$ cat src/rtl/ppr_pkg.sv
// Function
// - Pump mode bits 3:2: 00 tristate, 01 source
// - Pump mode 10 sink, 11 normal, reset 11
// - Power bits 1:0: normal, async, unused, sync
// - Divider low byte bits 7:0, reset 01
// - Divider high six bits 5:0, reset 00
package ppr_pkg;

  // ****************************************************************
  // Register map
  // ****************************************************************
  localparam int PPR_ADDR_W = 10;
  localparam logic [9:0] PPR_OFS_CTRL = 10'h010;
  localparam logic [9:0] PPR_OFS_RDIV_LO = 10'h011;
  localparam logic [9:0] PPR_OFS_RDIV_HI = 10'h012;

  // ****************************************************************
  // Field positions and widths
  // ****************************************************************
  localparam int PPR_PUMP_LSB = 2;
  localparam int PPR_PUMP_W = 2;
  localparam int PPR_PWR_LSB = 0;
  localparam int PPR_PWR_W = 2;
  localparam int PPR_RLO_W = 8;
  localparam int PPR_RHI_W = 6;
  localparam int PPR_RDIV_W = 14;

  // ****************************************************************
  // Field encodings
  // ****************************************************************
  typedef enum logic [1:0] {
    PPR_PUMP_TRISTATE = 2'b00,
    PPR_PUMP_SOURCE = 2'b01,
    PPR_PUMP_SINK = 2'b10,
    PPR_PUMP_NORMAL = 2'b11
  } ppr_pump_mode_t;

  typedef enum logic [1:0] {
    PPR_PWR_NORMAL = 2'b00,
    PPR_PWR_ASYNC_DOWN = 2'b01,
    PPR_PWR_UNUSED = 2'b10,
    PPR_PWR_SYNC_DOWN = 2'b11
  } ppr_pwr_mode_t;

  // ****************************************************************
  // Reset values
  // ****************************************************************
  localparam logic [1:0] PPR_PUMP_RST = 2'h3;
  localparam logic [1:0] PPR_PWR_RST = 2'h1;
  localparam logic [7:0] PPR_RLO_RST = 8'h01;
  localparam logic [5:0] PPR_RHI_RST = 6'h00;
  localparam logic [7:0] PPR_RDATA_IDLE = 8'h00;

endpackage

$ cat src/rtl/ppr_ref_divider.sv
`timescale 1ns/10ps
`default_nettype none
module ppr_ref_divider
  import ppr_pkg::*;
#(
  parameter int DIV_W = PPR_RDIV_W
) (
  input wire logic clk_sys_in,
  input wire logic rst_in,
  input wire logic run_in,
  input wire logic restart_in,
  input wire logic [DIV_W-1:0] divide_in,
  output var logic tick_out
);

  logic [DIV_W-1:0] count_reg;
  logic [DIV_W-1:0] count_next;
  logic tick_reg;
  logic tick_next;
  logic [DIV_W-1:0] last_count;

  // ****************************************************************
  // Reference divide counter
  // ****************************************************************
  // A divide value of zero behaves as one so the tick never stalls
  always_comb begin
    last_count = (divide_in == '0) ? '0 : divide_in - 1'b1;
    count_next = count_reg;
    tick_next = 1'b0;
    if (restart_in || !run_in) begin
      count_next = '0;
    end else if (count_reg >= last_count) begin
      count_next = '0;
      tick_next = 1'b1;
    end else begin
      count_next = count_reg + 1'b1;
    end
  end

  // Register stage only
  always_ff @(posedge clk_sys_in or posedge rst_in) begin
    if (rst_in) begin
      count_reg <= '0;
      tick_reg <= 1'b0;
    end else begin
      count_reg <= count_next;
      tick_reg <= tick_next;
    end
  end

  assign tick_out = tick_reg;

endmodule
`default_nettype wire

$ cat src/rtl/ppr_regs.sv
`timescale 1ns/10ps
`default_nettype none
module ppr_regs
  import ppr_pkg::*;
#(
  parameter int ADDR_W = PPR_ADDR_W
) (
  input wire logic clk_sys_in,
  input wire logic rst_in,
  // Register port behind the serial control port
  input wire logic [ADDR_W-1:0] reg_addr_in,
  input wire logic [7:0] reg_wdata_in,
  input wire logic reg_wr_in,
  input wire logic reg_rd_in,
  output var logic [7:0] reg_rdata_out,
  output var logic reg_rvalid_out,
  // Charge pump controls
  output var logic [1:0] charge_pump_mode_out,
  output var logic charge_pump_output_hiz_out,
  output var logic charge_pump_output_up_out,
  output var logic charge_pump_output_down_out,
  output var logic charge_pump_output_pfd_out,
  // Loop power controls
  output var logic [1:0] loop_power_mode_out,
  output var logic loop_enable_out,
  output var logic loop_async_down_out,
  output var logic loop_sync_down_out,
  // Reference divider
  output var logic [PPR_RDIV_W-1:0] ref_divide_out,
  output var logic ref_tick_out
);

  // ****************************************************************
  // Helpers
  // ****************************************************************
  // Address match, shared by write and read decode
  function automatic logic addr_hit(input logic [ADDR_W-1:0] a,
                                    input logic [ADDR_W-1:0] ofs);
    addr_hit = (a == ofs);
  endfunction

  // ****************************************************************
  // Register storage
  // ****************************************************************
  logic [1:0] pump_reg;
  logic [1:0] pump_next;
  logic [1:0] pwr_reg;
  logic [1:0] pwr_next;
  logic [7:0] rlo_reg;
  logic [7:0] rlo_next;
  logic [5:0] rhi_reg;
  logic [5:0] rhi_next;
  logic [7:0] rdata_reg;
  logic [7:0] rdata_next;
  logic rvalid_reg;
  logic rvalid_next;
  logic div_restart;

  // Writes land in their field; unmapped writes are dropped
  always_comb begin
    pump_next = pump_reg;
    pwr_next = pwr_reg;
    rlo_next = rlo_reg;
    rhi_next = rhi_reg;
    div_restart = 1'b0;
    if (reg_wr_in) begin
      if (addr_hit(reg_addr_in, PPR_OFS_CTRL)) begin
        pump_next = reg_wdata_in[PPR_PUMP_LSB +: PPR_PUMP_W];
        pwr_next = reg_wdata_in[PPR_PWR_LSB +: PPR_PWR_W];
      end
      if (addr_hit(reg_addr_in, PPR_OFS_RDIV_LO)) begin
        rlo_next = reg_wdata_in;
        div_restart = 1'b1;
      end
      if (addr_hit(reg_addr_in, PPR_OFS_RDIV_HI)) begin
        rhi_next = reg_wdata_in[PPR_RHI_W-1:0]; // Bits 7:6 dropped
        div_restart = 1'b1;
      end
    end
  end

  // Read data: zero-filled fields; unmapped reads answer zero
  always_comb begin
    rdata_next = rdata_reg;
    rvalid_next = reg_rd_in;
    if (reg_rd_in) begin
      rdata_next = PPR_RDATA_IDLE;
      if (addr_hit(reg_addr_in, PPR_OFS_CTRL)) begin
        rdata_next[PPR_PUMP_LSB +: PPR_PUMP_W] = pump_reg;
        rdata_next[PPR_PWR_LSB +: PPR_PWR_W] = pwr_reg;
      end
      if (addr_hit(reg_addr_in, PPR_OFS_RDIV_LO)) begin
        rdata_next = rlo_reg;
      end
      if (addr_hit(reg_addr_in, PPR_OFS_RDIV_HI)) begin
        rdata_next = {2'b00, rhi_reg};
      end
    end
  end

  // Register stage for the bank and read port
  always_ff @(posedge clk_sys_in or posedge rst_in) begin
    if (rst_in) begin
      pump_reg <= PPR_PUMP_RST;
      pwr_reg <= PPR_PWR_RST;
      rlo_reg <= PPR_RLO_RST;
      rhi_reg <= PPR_RHI_RST;
      rdata_reg <= PPR_RDATA_IDLE;
      rvalid_reg <= 1'b0;
    end else begin
      pump_reg <= pump_next;
      pwr_reg <= pwr_next;
      rlo_reg <= rlo_next;
      rhi_reg <= rhi_next;
      rdata_reg <= rdata_next;
      rvalid_reg <= rvalid_next;
    end
  end

  // ****************************************************************
  // Charge pump decode
  // ****************************************************************
  logic hiz_reg;
  logic hiz_next;
  logic up_reg;
  logic up_next;
  logic down_reg;
  logic down_next;
  logic pfd_reg;
  logic pfd_next;

  // One-hot drive to the analog pump, one cycle after the field
  always_comb begin
    hiz_next = 1'b0;
    up_next = 1'b0;
    down_next = 1'b0;
    pfd_next = 1'b0;
    unique case (ppr_pump_mode_t'(pump_reg))
      PPR_PUMP_TRISTATE: begin
        hiz_next = 1'b1;
      end
      PPR_PUMP_SOURCE: begin
        up_next = 1'b1;
      end
      PPR_PUMP_SINK: begin
        down_next = 1'b1;
      end
      PPR_PUMP_NORMAL: begin
        pfd_next = 1'b1;
      end
    endcase
  end

  // Reset state matches the normal-pumping default
  always_ff @(posedge clk_sys_in or posedge rst_in) begin
    if (rst_in) begin
      hiz_reg <= 1'b0;
      up_reg <= 1'b0;
      down_reg <= 1'b0;
      pfd_reg <= 1'b1;
    end else begin
      hiz_reg <= hiz_next;
      up_reg <= up_next;
      down_reg <= down_next;
      pfd_reg <= pfd_next;
    end
  end

  // ****************************************************************
  // Loop power decode
  // ****************************************************************
  logic en_reg;
  logic en_next;
  logic adown_reg;
  logic adown_next;
  logic sdown_reg;
  logic sdown_next;
  logic ref_tick;

  // Sync power-down waits for a reference tick so the loop stops
  // on a divider boundary; async power-down acts at once.
  // The unused code is treated as async power-down, the safe side.
  always_comb begin
    en_next = en_reg;
    adown_next = 1'b0;
    sdown_next = 1'b0;
    unique case (ppr_pwr_mode_t'(pwr_reg))
      PPR_PWR_NORMAL: begin
        en_next = 1'b1;
      end
      PPR_PWR_ASYNC_DOWN, PPR_PWR_UNUSED: begin
        en_next = 1'b0;
        adown_next = 1'b1;
      end
      PPR_PWR_SYNC_DOWN: begin
        sdown_next = 1'b1;
        if (ref_tick || !en_reg) begin
          en_next = 1'b0;
        end
      end
    endcase
  end

  // Default is async power-down, loop disabled
  always_ff @(posedge clk_sys_in or posedge rst_in) begin
    if (rst_in) begin
      en_reg <= 1'b0;
      adown_reg <= 1'b1;
      sdown_reg <= 1'b0;
    end else begin
      en_reg <= en_next;
      adown_reg <= adown_next;
      sdown_reg <= sdown_next;
    end
  end

  // ****************************************************************
  // Reference divider
  // ****************************************************************
  logic [PPR_RDIV_W-1:0] rdiv_reg;
  logic [PPR_RDIV_W-1:0] rdiv_next;

  // Full count: high six bits above the low byte
  always_comb begin
    rdiv_next = {rhi_reg, rlo_reg};
  end

  // Registered so the counter sees a stable word
  always_ff @(posedge clk_sys_in or posedge rst_in) begin
    if (rst_in) begin
      rdiv_reg <= {PPR_RHI_RST, PPR_RLO_RST};
    end else begin
      rdiv_reg <= rdiv_next;
    end
  end

  // Counter restarts on any divider write to avoid a stale phase
  ppr_ref_divider #(
    .DIV_W(PPR_RDIV_W)
  ) u_ref_divider (
    .clk_sys_in(clk_sys_in),
    .rst_in(rst_in),
    .run_in(en_reg),
    .restart_in(div_restart),
    .divide_in(rdiv_reg),
    .tick_out(ref_tick)
  );

  // ****************************************************************
  // Outputs
  // ****************************************************************
  assign reg_rdata_out = rdata_reg;
  assign reg_rvalid_out = rvalid_reg;
  assign charge_pump_mode_out = pump_reg;
  assign charge_pump_output_hiz_out = hiz_reg;
  assign charge_pump_output_up_out = up_reg;
  assign charge_pump_output_down_out = down_reg;
  assign charge_pump_output_pfd_out = pfd_reg;
  assign loop_power_mode_out = pwr_reg;
  assign loop_enable_out = en_reg;
  assign loop_async_down_out = adown_reg;
  assign loop_sync_down_out = sdown_reg;
  assign ref_divide_out = rdiv_reg;
  assign ref_tick_out = ref_tick;

endmodule
`default_nettype wire

$ cat config.mk
export PLATFORM = sky130hd
export DESIGN_NAME = ppr_regs
export DESIGN_NICKNAME = d
export VERILOG_FILES = /design/src/rtl/ppr_pkg.sv /design/src/rtl/ppr_ref_divider.sv /design/src/rtl/ppr_regs.sv
export SDC_FILE = /design/constraint.sdc
export NUM_CORES = 1
export LEC_CHECK = 0
export ABC_AREA = 0
export BUFFER_PORTS_ARGS = -buffer_cell sky130_fd_sc_hd__buf_2
export CAP_MARGIN = 20
export CORE_ASPECT_RATIO = 0.7
export CORE_MARGIN = 2
export CORE_UTILIZATION = 50
export CTS_BUF_LIST = sky130_fd_sc_hd__clkbuf_16
export DETAILED_ROUTE_END_ITERATION = 10
export GPL_TIMING_DRIVEN = 1
export PLACE_DENSITY = 0.73
export SYNTH_ARGS = -nofsm -noshare
export SYNTH_HDL_FRONTEND = slang
export SYNTH_SLANG_ARGS = --single-unit
$ cat constraint.sdc
create_clock -name clk_sys_in -period 3.3 [get_ports clk_sys_in]
set_input_delay 0.66 -clock clk_sys_in [delete_from_list [all_inputs] [get_ports clk_sys_in]]
set_output_delay 0.66 -clock clk_sys_in [all_outputs]
set_load 0.01 [all_outputs]
=== Yosys cells after proc, flatten, opt, wreduce, memory -nomap -nowiden ===
Cells that the tools add are included.

* Add/sub/neg operators: 2
* $mul: 0
* Div/mod/pow operators: 0
* Magnitude comparators: 1
* Equality and inequality tests: 10
* Shift operators: 0
* Mux-type cells: 19
* Bitwise gates (word level): 0
* Reduce and logical (&&, ||, !) cells: 10

{| class="wikitable"
|+ Operators by type and width
! cell !! count
|-
| 14-bit two-way mux || 3
|-
| 10-bit by 5-bit == test with 1-bit output, second input constant || 3
|-
| 8-bit two-way mux || 2
|-
| 14-bit by 1-bit adder with 14-bit output, second input constant || 1
|-
| 14-bit >= comparator || 1
|-
| 14-bit zero test || 1
|-
| 14-bit by 1-bit subtractor with 14-bit output, second input constant || 1
|-
| 1-bit two-way mux || 12
|-
| 2-bit == test, second input constant || 4
|-
| 2-bit AND reduction || 3
|-
| 2-bit by 1-bit == test with 1-bit output, second input constant || 2
|-
| 2-bit zero test || 2
|-
| 4-bit two-way mux || 1
|-
| 1-bit one-hot mux with 3 select lines || 1
|-
| 1-bit logical OR || 2
|-
| 2-bit inequality test, second input constant || 1
|-
| 2-bit OR reduction || 1
|-
| 1-bit zero test || 1
|}

* Bits in registers: 63
* Latch bits: 0
* RAM bits: 0
* Bits in read-only memories: 0
* Input port bits: 22
* Output and inout bits: 35
* Word-level logic and storage cells: 58
* Memories kept: 0

=== Longest topological paths before layout ===
* Depth in word-level cells: 6
* Depth in mapped cells: 12
* Mapped depth without buffers: 10

=== Modules after synthesis ===
Synthesis repeated with hierarchy kept, for this count alone.

* Cells, all modules: 276
* Area, all modules: 3210.6 µm²

{| class="wikitable"
|+ By module, submodules not included
! module !! instances !! cells an instance !! area an instance (µm²) !! sequential area each (µm²)
|-
| ppr_regs || 1 || 121 || 1870.5 || 1209.9
|-
| ppr_ref_divider || 1 || 155 || 1340.0 || 375.4
|}

=== Worst setup path before layout ===
OpenSTA, ideal clock, no wires.

* Kind: reg-to-reg
* Start point: register rdiv_reg[6], in the netlist ref_divide_out[6]
* End point: register u_ref_divider.count_reg[10]
* Setup time: 0.138 ns
* Arrival: 3.146 ns
* Data required time: 3.162 ns
* Setup slack: 0.016 ns
* Stages on the path, launching flop included: 12
* Path buffers: 2
* Clock period less this slack: 3.284 ns
* Cell sequence: dfrtp_1 nor4_4 or4b_1 or3_4 buf_6 nand2_1 ha_1 nand4_1 or4_1 nand3_1 clkbuf_1 nor4_1

* Word-level cells in the longest chain between the ends: 5
* Elaborated cells on any way between the ends: 6
* Those cells by class: add/sub (1); order compare (1); mux (3); reduce/logical (1)

{| class="wikitable"
|+ Ends and longest elaborated chain
! what !! RTL line !! text
|-
| from (decl) || ppr_regs.sv:220 || <nowiki>logic [PPR_RDIV_W-1:0] rdiv_reg;</nowiki>
|-
| from (signal assigned) || ppr_regs.sv:231 || <nowiki>rdiv_reg <= {PPR_RHI_RST, PPR_RLO_RST};</nowiki>
|-
| from (signal assigned) || ppr_regs.sv:233 || <nowiki>rdiv_reg <= rdiv_next;</nowiki>
|-
| 14-bit by 1-bit subtractor with 14-bit output or 14-bit zero test (tied branches) || ppr_ref_divider.sv:27 || <nowiki>last_count = (divide_in == '0) ? '0 : divide_in - 1'b1;</nowiki>
|-
| 14-bit two-way mux (*) || ppr_ref_divider.sv:27 ||
|-
| 14-bit >= comparator (*) || ppr_ref_divider.sv:32 || <nowiki>end else if (count_reg >= last_count) begin</nowiki>
|-
| 14-bit two-way mux (*) || ppr_ref_divider.sv:32 ||
|-
| 14-bit two-way mux (*) || ppr_ref_divider.sv:30 || <nowiki>if (restart_in || !run_in) begin</nowiki>
|-
| named net u_ref_divider.count_next[10] || ppr_ref_divider.sv:17 || <nowiki>logic [DIV_W-1:0] count_next;</nowiki>
|-
| to (signal assigned) || ppr_ref_divider.sv:46 || <nowiki>count_reg <= count_next;</nowiki>
|-
| to (decl) || ppr_ref_divider.sv:16 || <nowiki>logic [DIV_W-1:0] count_reg;</nowiki>
|}

Mark *: on every way through the listed nets, which the timed path passes. The rest lies on a longest branch.
A chain may end at the register's enable or synchronous reset.

=== Worst setup path in the final report ===
* Start point: register rdiv_reg[6], in the netlist ref_divide_out[6]
* End point: register u_ref_divider.count_reg[4]

The elaborated chain is that of the path after synthesis.

==> metrics.txt <==
status completed; asr flop ratio synth 100%; combinational power share about a fifth; Synth Area in Adders under 10%; syn_nets 320; Post-Layout Cell Count around 430; Compound-Gate Fraction of Synth Area about 5.7%; M2 GR Usage between 20% and 30%; Primary FF master, synth dfrtp_1; antenna cells 0; I/O pin count 57; mux share of post-synthesis cell area between 8 and 9%; reg2reg setup slack between 0.1 and 0.15 ns; via count roughly 2400; Int Power around 0.0016 W; most frequent cells in the layout 56 x dfrtp_1, 56 x buf_2, 18 x mux2_2, 18 x inv_1, 18 x ha_1; met1 Track Usage GR about 34%; cell area after synthesis ~3100 µm²; Post-DP Area 3530 µm²; Startpoint Class flip-flop; Fillers between 500 and 600; Layout area overhead 24.2%; Slew HR 52.6%; Final Hold Fails 0; Initial Utilization roughly half; worst path bufs/invs 1; sw frac ~27%; Post-CTS Hold Buffers 0; TritonCTS buffer count 9; Hold/Removal Path Class flip-flop to flip-flop; xor/xnor share of the synthesized area around 6.4%; largest family of logic cells by synthesized area simple AND/OR/NAND/NOR gates; Final setup viols 0; max_cap viols 0; syn avg cell area between 10 and 15 µm²; H-tree Lvls 3; total track usage a little over a fifth; largest net degree at the start of global routing 35; CTS Buffer Depth 2; crit-path cells nor4_4, or4b_4, or3_4, and2_1, ha_1, nand2_1, or4_4, nand3_2, buf_6, nor4_1; Design Area, Final ~3900 µm²; clk sinks 63; number of global-route vias before repair ~2300; placer congestion estimate between 0.9 and 1; initial antenna violation count 0; Worst Skew roughly 0.0044 ns; register area about 1600 µm²; Worst path slowest cell or4_4; gr ovfl total 0; crit path max fanout 7; yosys warns 0; Setup crit end kind flip-flop; CP Class flip-flop to flip-flop; share of cells above drive strength 1 roughly 34%; Slew Limit Fails 0; # rows 24; Post-synth EDFFs 0; flops & latches, synth 63; maximum clock rate around 310 MHz; final WL about 7.0 mm; Die ar. ~7000 µm²; Seq/Total Area, Yosys approximately half; Clock Tree Root clkbuf_16; post-synthesis instance total 280; global-route wire length before repair about 12 mm; DRT iter0 DRCs approximately 100; Synth cell types 40; Antenna Nets Post-Route 0; busiest grt layer met1; Lkg Pwr 1.94 nW; clock share of power between 40% and 50%; final cycle utilization of the critical path between 90% and 100%; critical path's top delay family simple AND/OR/NAND/NOR gates; P_sw 0.000580 W; hold_ws roughly 0.37 ns; DRT Pass-1 Iters 4; placed insts between 400 and 500; Die Wd roughly 100 µm; worst slew pin tran 0.709 ns; Via-to-Cell Ratio around 5.6; Data required, critical path between 3 and 4 ns; wire length per cell roughly 16 µm; floorplan core area just over 6000 µm²; dpl hpwl approximately 5 mm; clock latency on the worst-skew pair ~0.32 ns; IO Port Bufs 56; die height approximately 70 µm; Synth Area in Simple Gates ~18%; clock transition at the registers of the reported paths 0.05 ns; VDD IR max 356 µV; met3 usage under 10%; Final min period around 3.2 ns; Max stage delay on crit path between 0.5 and 0.6 ns; drt drc 0; PD cells roughly 550 nW/µm²; RSZ-0062 raised after global routing no; Seq pwr share about two fifths; data arrival time of the critical path 3.37 ns; multi-input logic area approximately 1500 µm²; NumNets Final 391; CTS tree yes
## power by group through the flow
| stage | registers (W) | clock network [W] | logic (W) |
|---|---|---|---|
| floorplan | 0.000861 | 0 | 0.000258 |
| global placement | 0.000871 | 0 | 0.000349 |
| detailed placement | 0.000871 | 0 | 0.000357 |
| CTS | 0.000859 | 0.000900 | 0.000363 |
| global route | 0.000864 | 0.000941 | 0.000457 |
| finish | 0.000859 | 0.000883 | 0.000403 |
## stage by stage
| stage | worst slack [ns] | power, W | setup TNS [ns] | util, % |
|---|---|---|---|---|
| 4_1_cts | 0.00111 | 0.00212 | 0 | 62.3 |
| 3_3_place_gp | 0.0251 | 0.00122 | 0 | 57.6 |
| 2_1_floorplan | 0.0162 | 0.00112 | 0 | - |
| 3_5_place_dp | -0.0862 | 0.00123 | -0.786 | 57.6 |
| 6_report | 0.102 | 0.00215 | 0 | 63.5 |
| 5_1_grt | 0.0109 | 0.00226 | 0 | 63.5 |
## repair_timing
| action | CTS | global route |
|---|---|---|
| resized for setup | 1 | 10 |
| setup buffers | 0 | 3 |
| setup endpoints to repair | 15 | 14 |
| cloned | 0 | 2 |
| pin swaps | 1 | 5 |
## logic make-up (layout without fill, tap and decap cells)
logic type,count (synthesis),count (layout)
muxes,24,24
and+or+nand+nor,98,99
buffers and inverters,26,101
adders and majority gates,18,18
xor gates and xnor gates,23,23
DFF,63,63
AOI/OAI and AO/OA,28,28
## cell type report
type,count,area share [%]
timing repair buffer,68,9.72
tap,78,2.51
sequential,63,40.8
clock buffer,9,5.79
clock inverter,7,1.51
inverter,17,1.64
multi-input combinational,192,38.0
## layer usage
metal | share of wire, % | up-vias
li1 | - | 1157
met1 | 52 | 1191
met2 | 42 | 76
met3 | 5.1 | 2
met4 | 0.37 | 0
met5 | 0 | -
## worst paths after layout
check,start,to,cells after the start
worst max register to register,ref_divide_out[6]$_DFF_PP0_,u_ref_divider.count_reg[4]$_DFF_PP0_,10
worst max-delay path,ref_divide_out[6]$_DFF_PP0_,u_ref_divider.count_reg[4]$_DFF_PP0_,10
max in group asynchronous,rst_in,rhi_reg[5]$_DFFE_PP0P_,4
min in group asynchronous,rst_in,loop_power_mode_out[1]$_DFFE_PP0P_,2
worst min-delay path,rlo_reg[0]$_DFFE_PP1P_,ref_divide_out[0]$_DFF_PP1_,0
worst min register to register,rlo_reg[0]$_DFFE_PP1P_,ref_divide_out[0]$_DFF_PP1_,0
## synthesized netlist by cell type (7+ instances only)
master     n  share of area, %
a21oi_1   10               1.6
clkbuf_1   8              0.96
dfrtp_1   56                45
dfstp_2    7               5.9
ha_1      18               7.2
inv_1     17               2.0
mux2_2    18               6.5
nand2_1   14               1.7
nand3_1   16               2.6
nand4_1    8               1.6
nor2_1    11               1.3
nor4_1    16               3.2
xnor2_1   17               4.8
(Power assumes the default switching activity.)
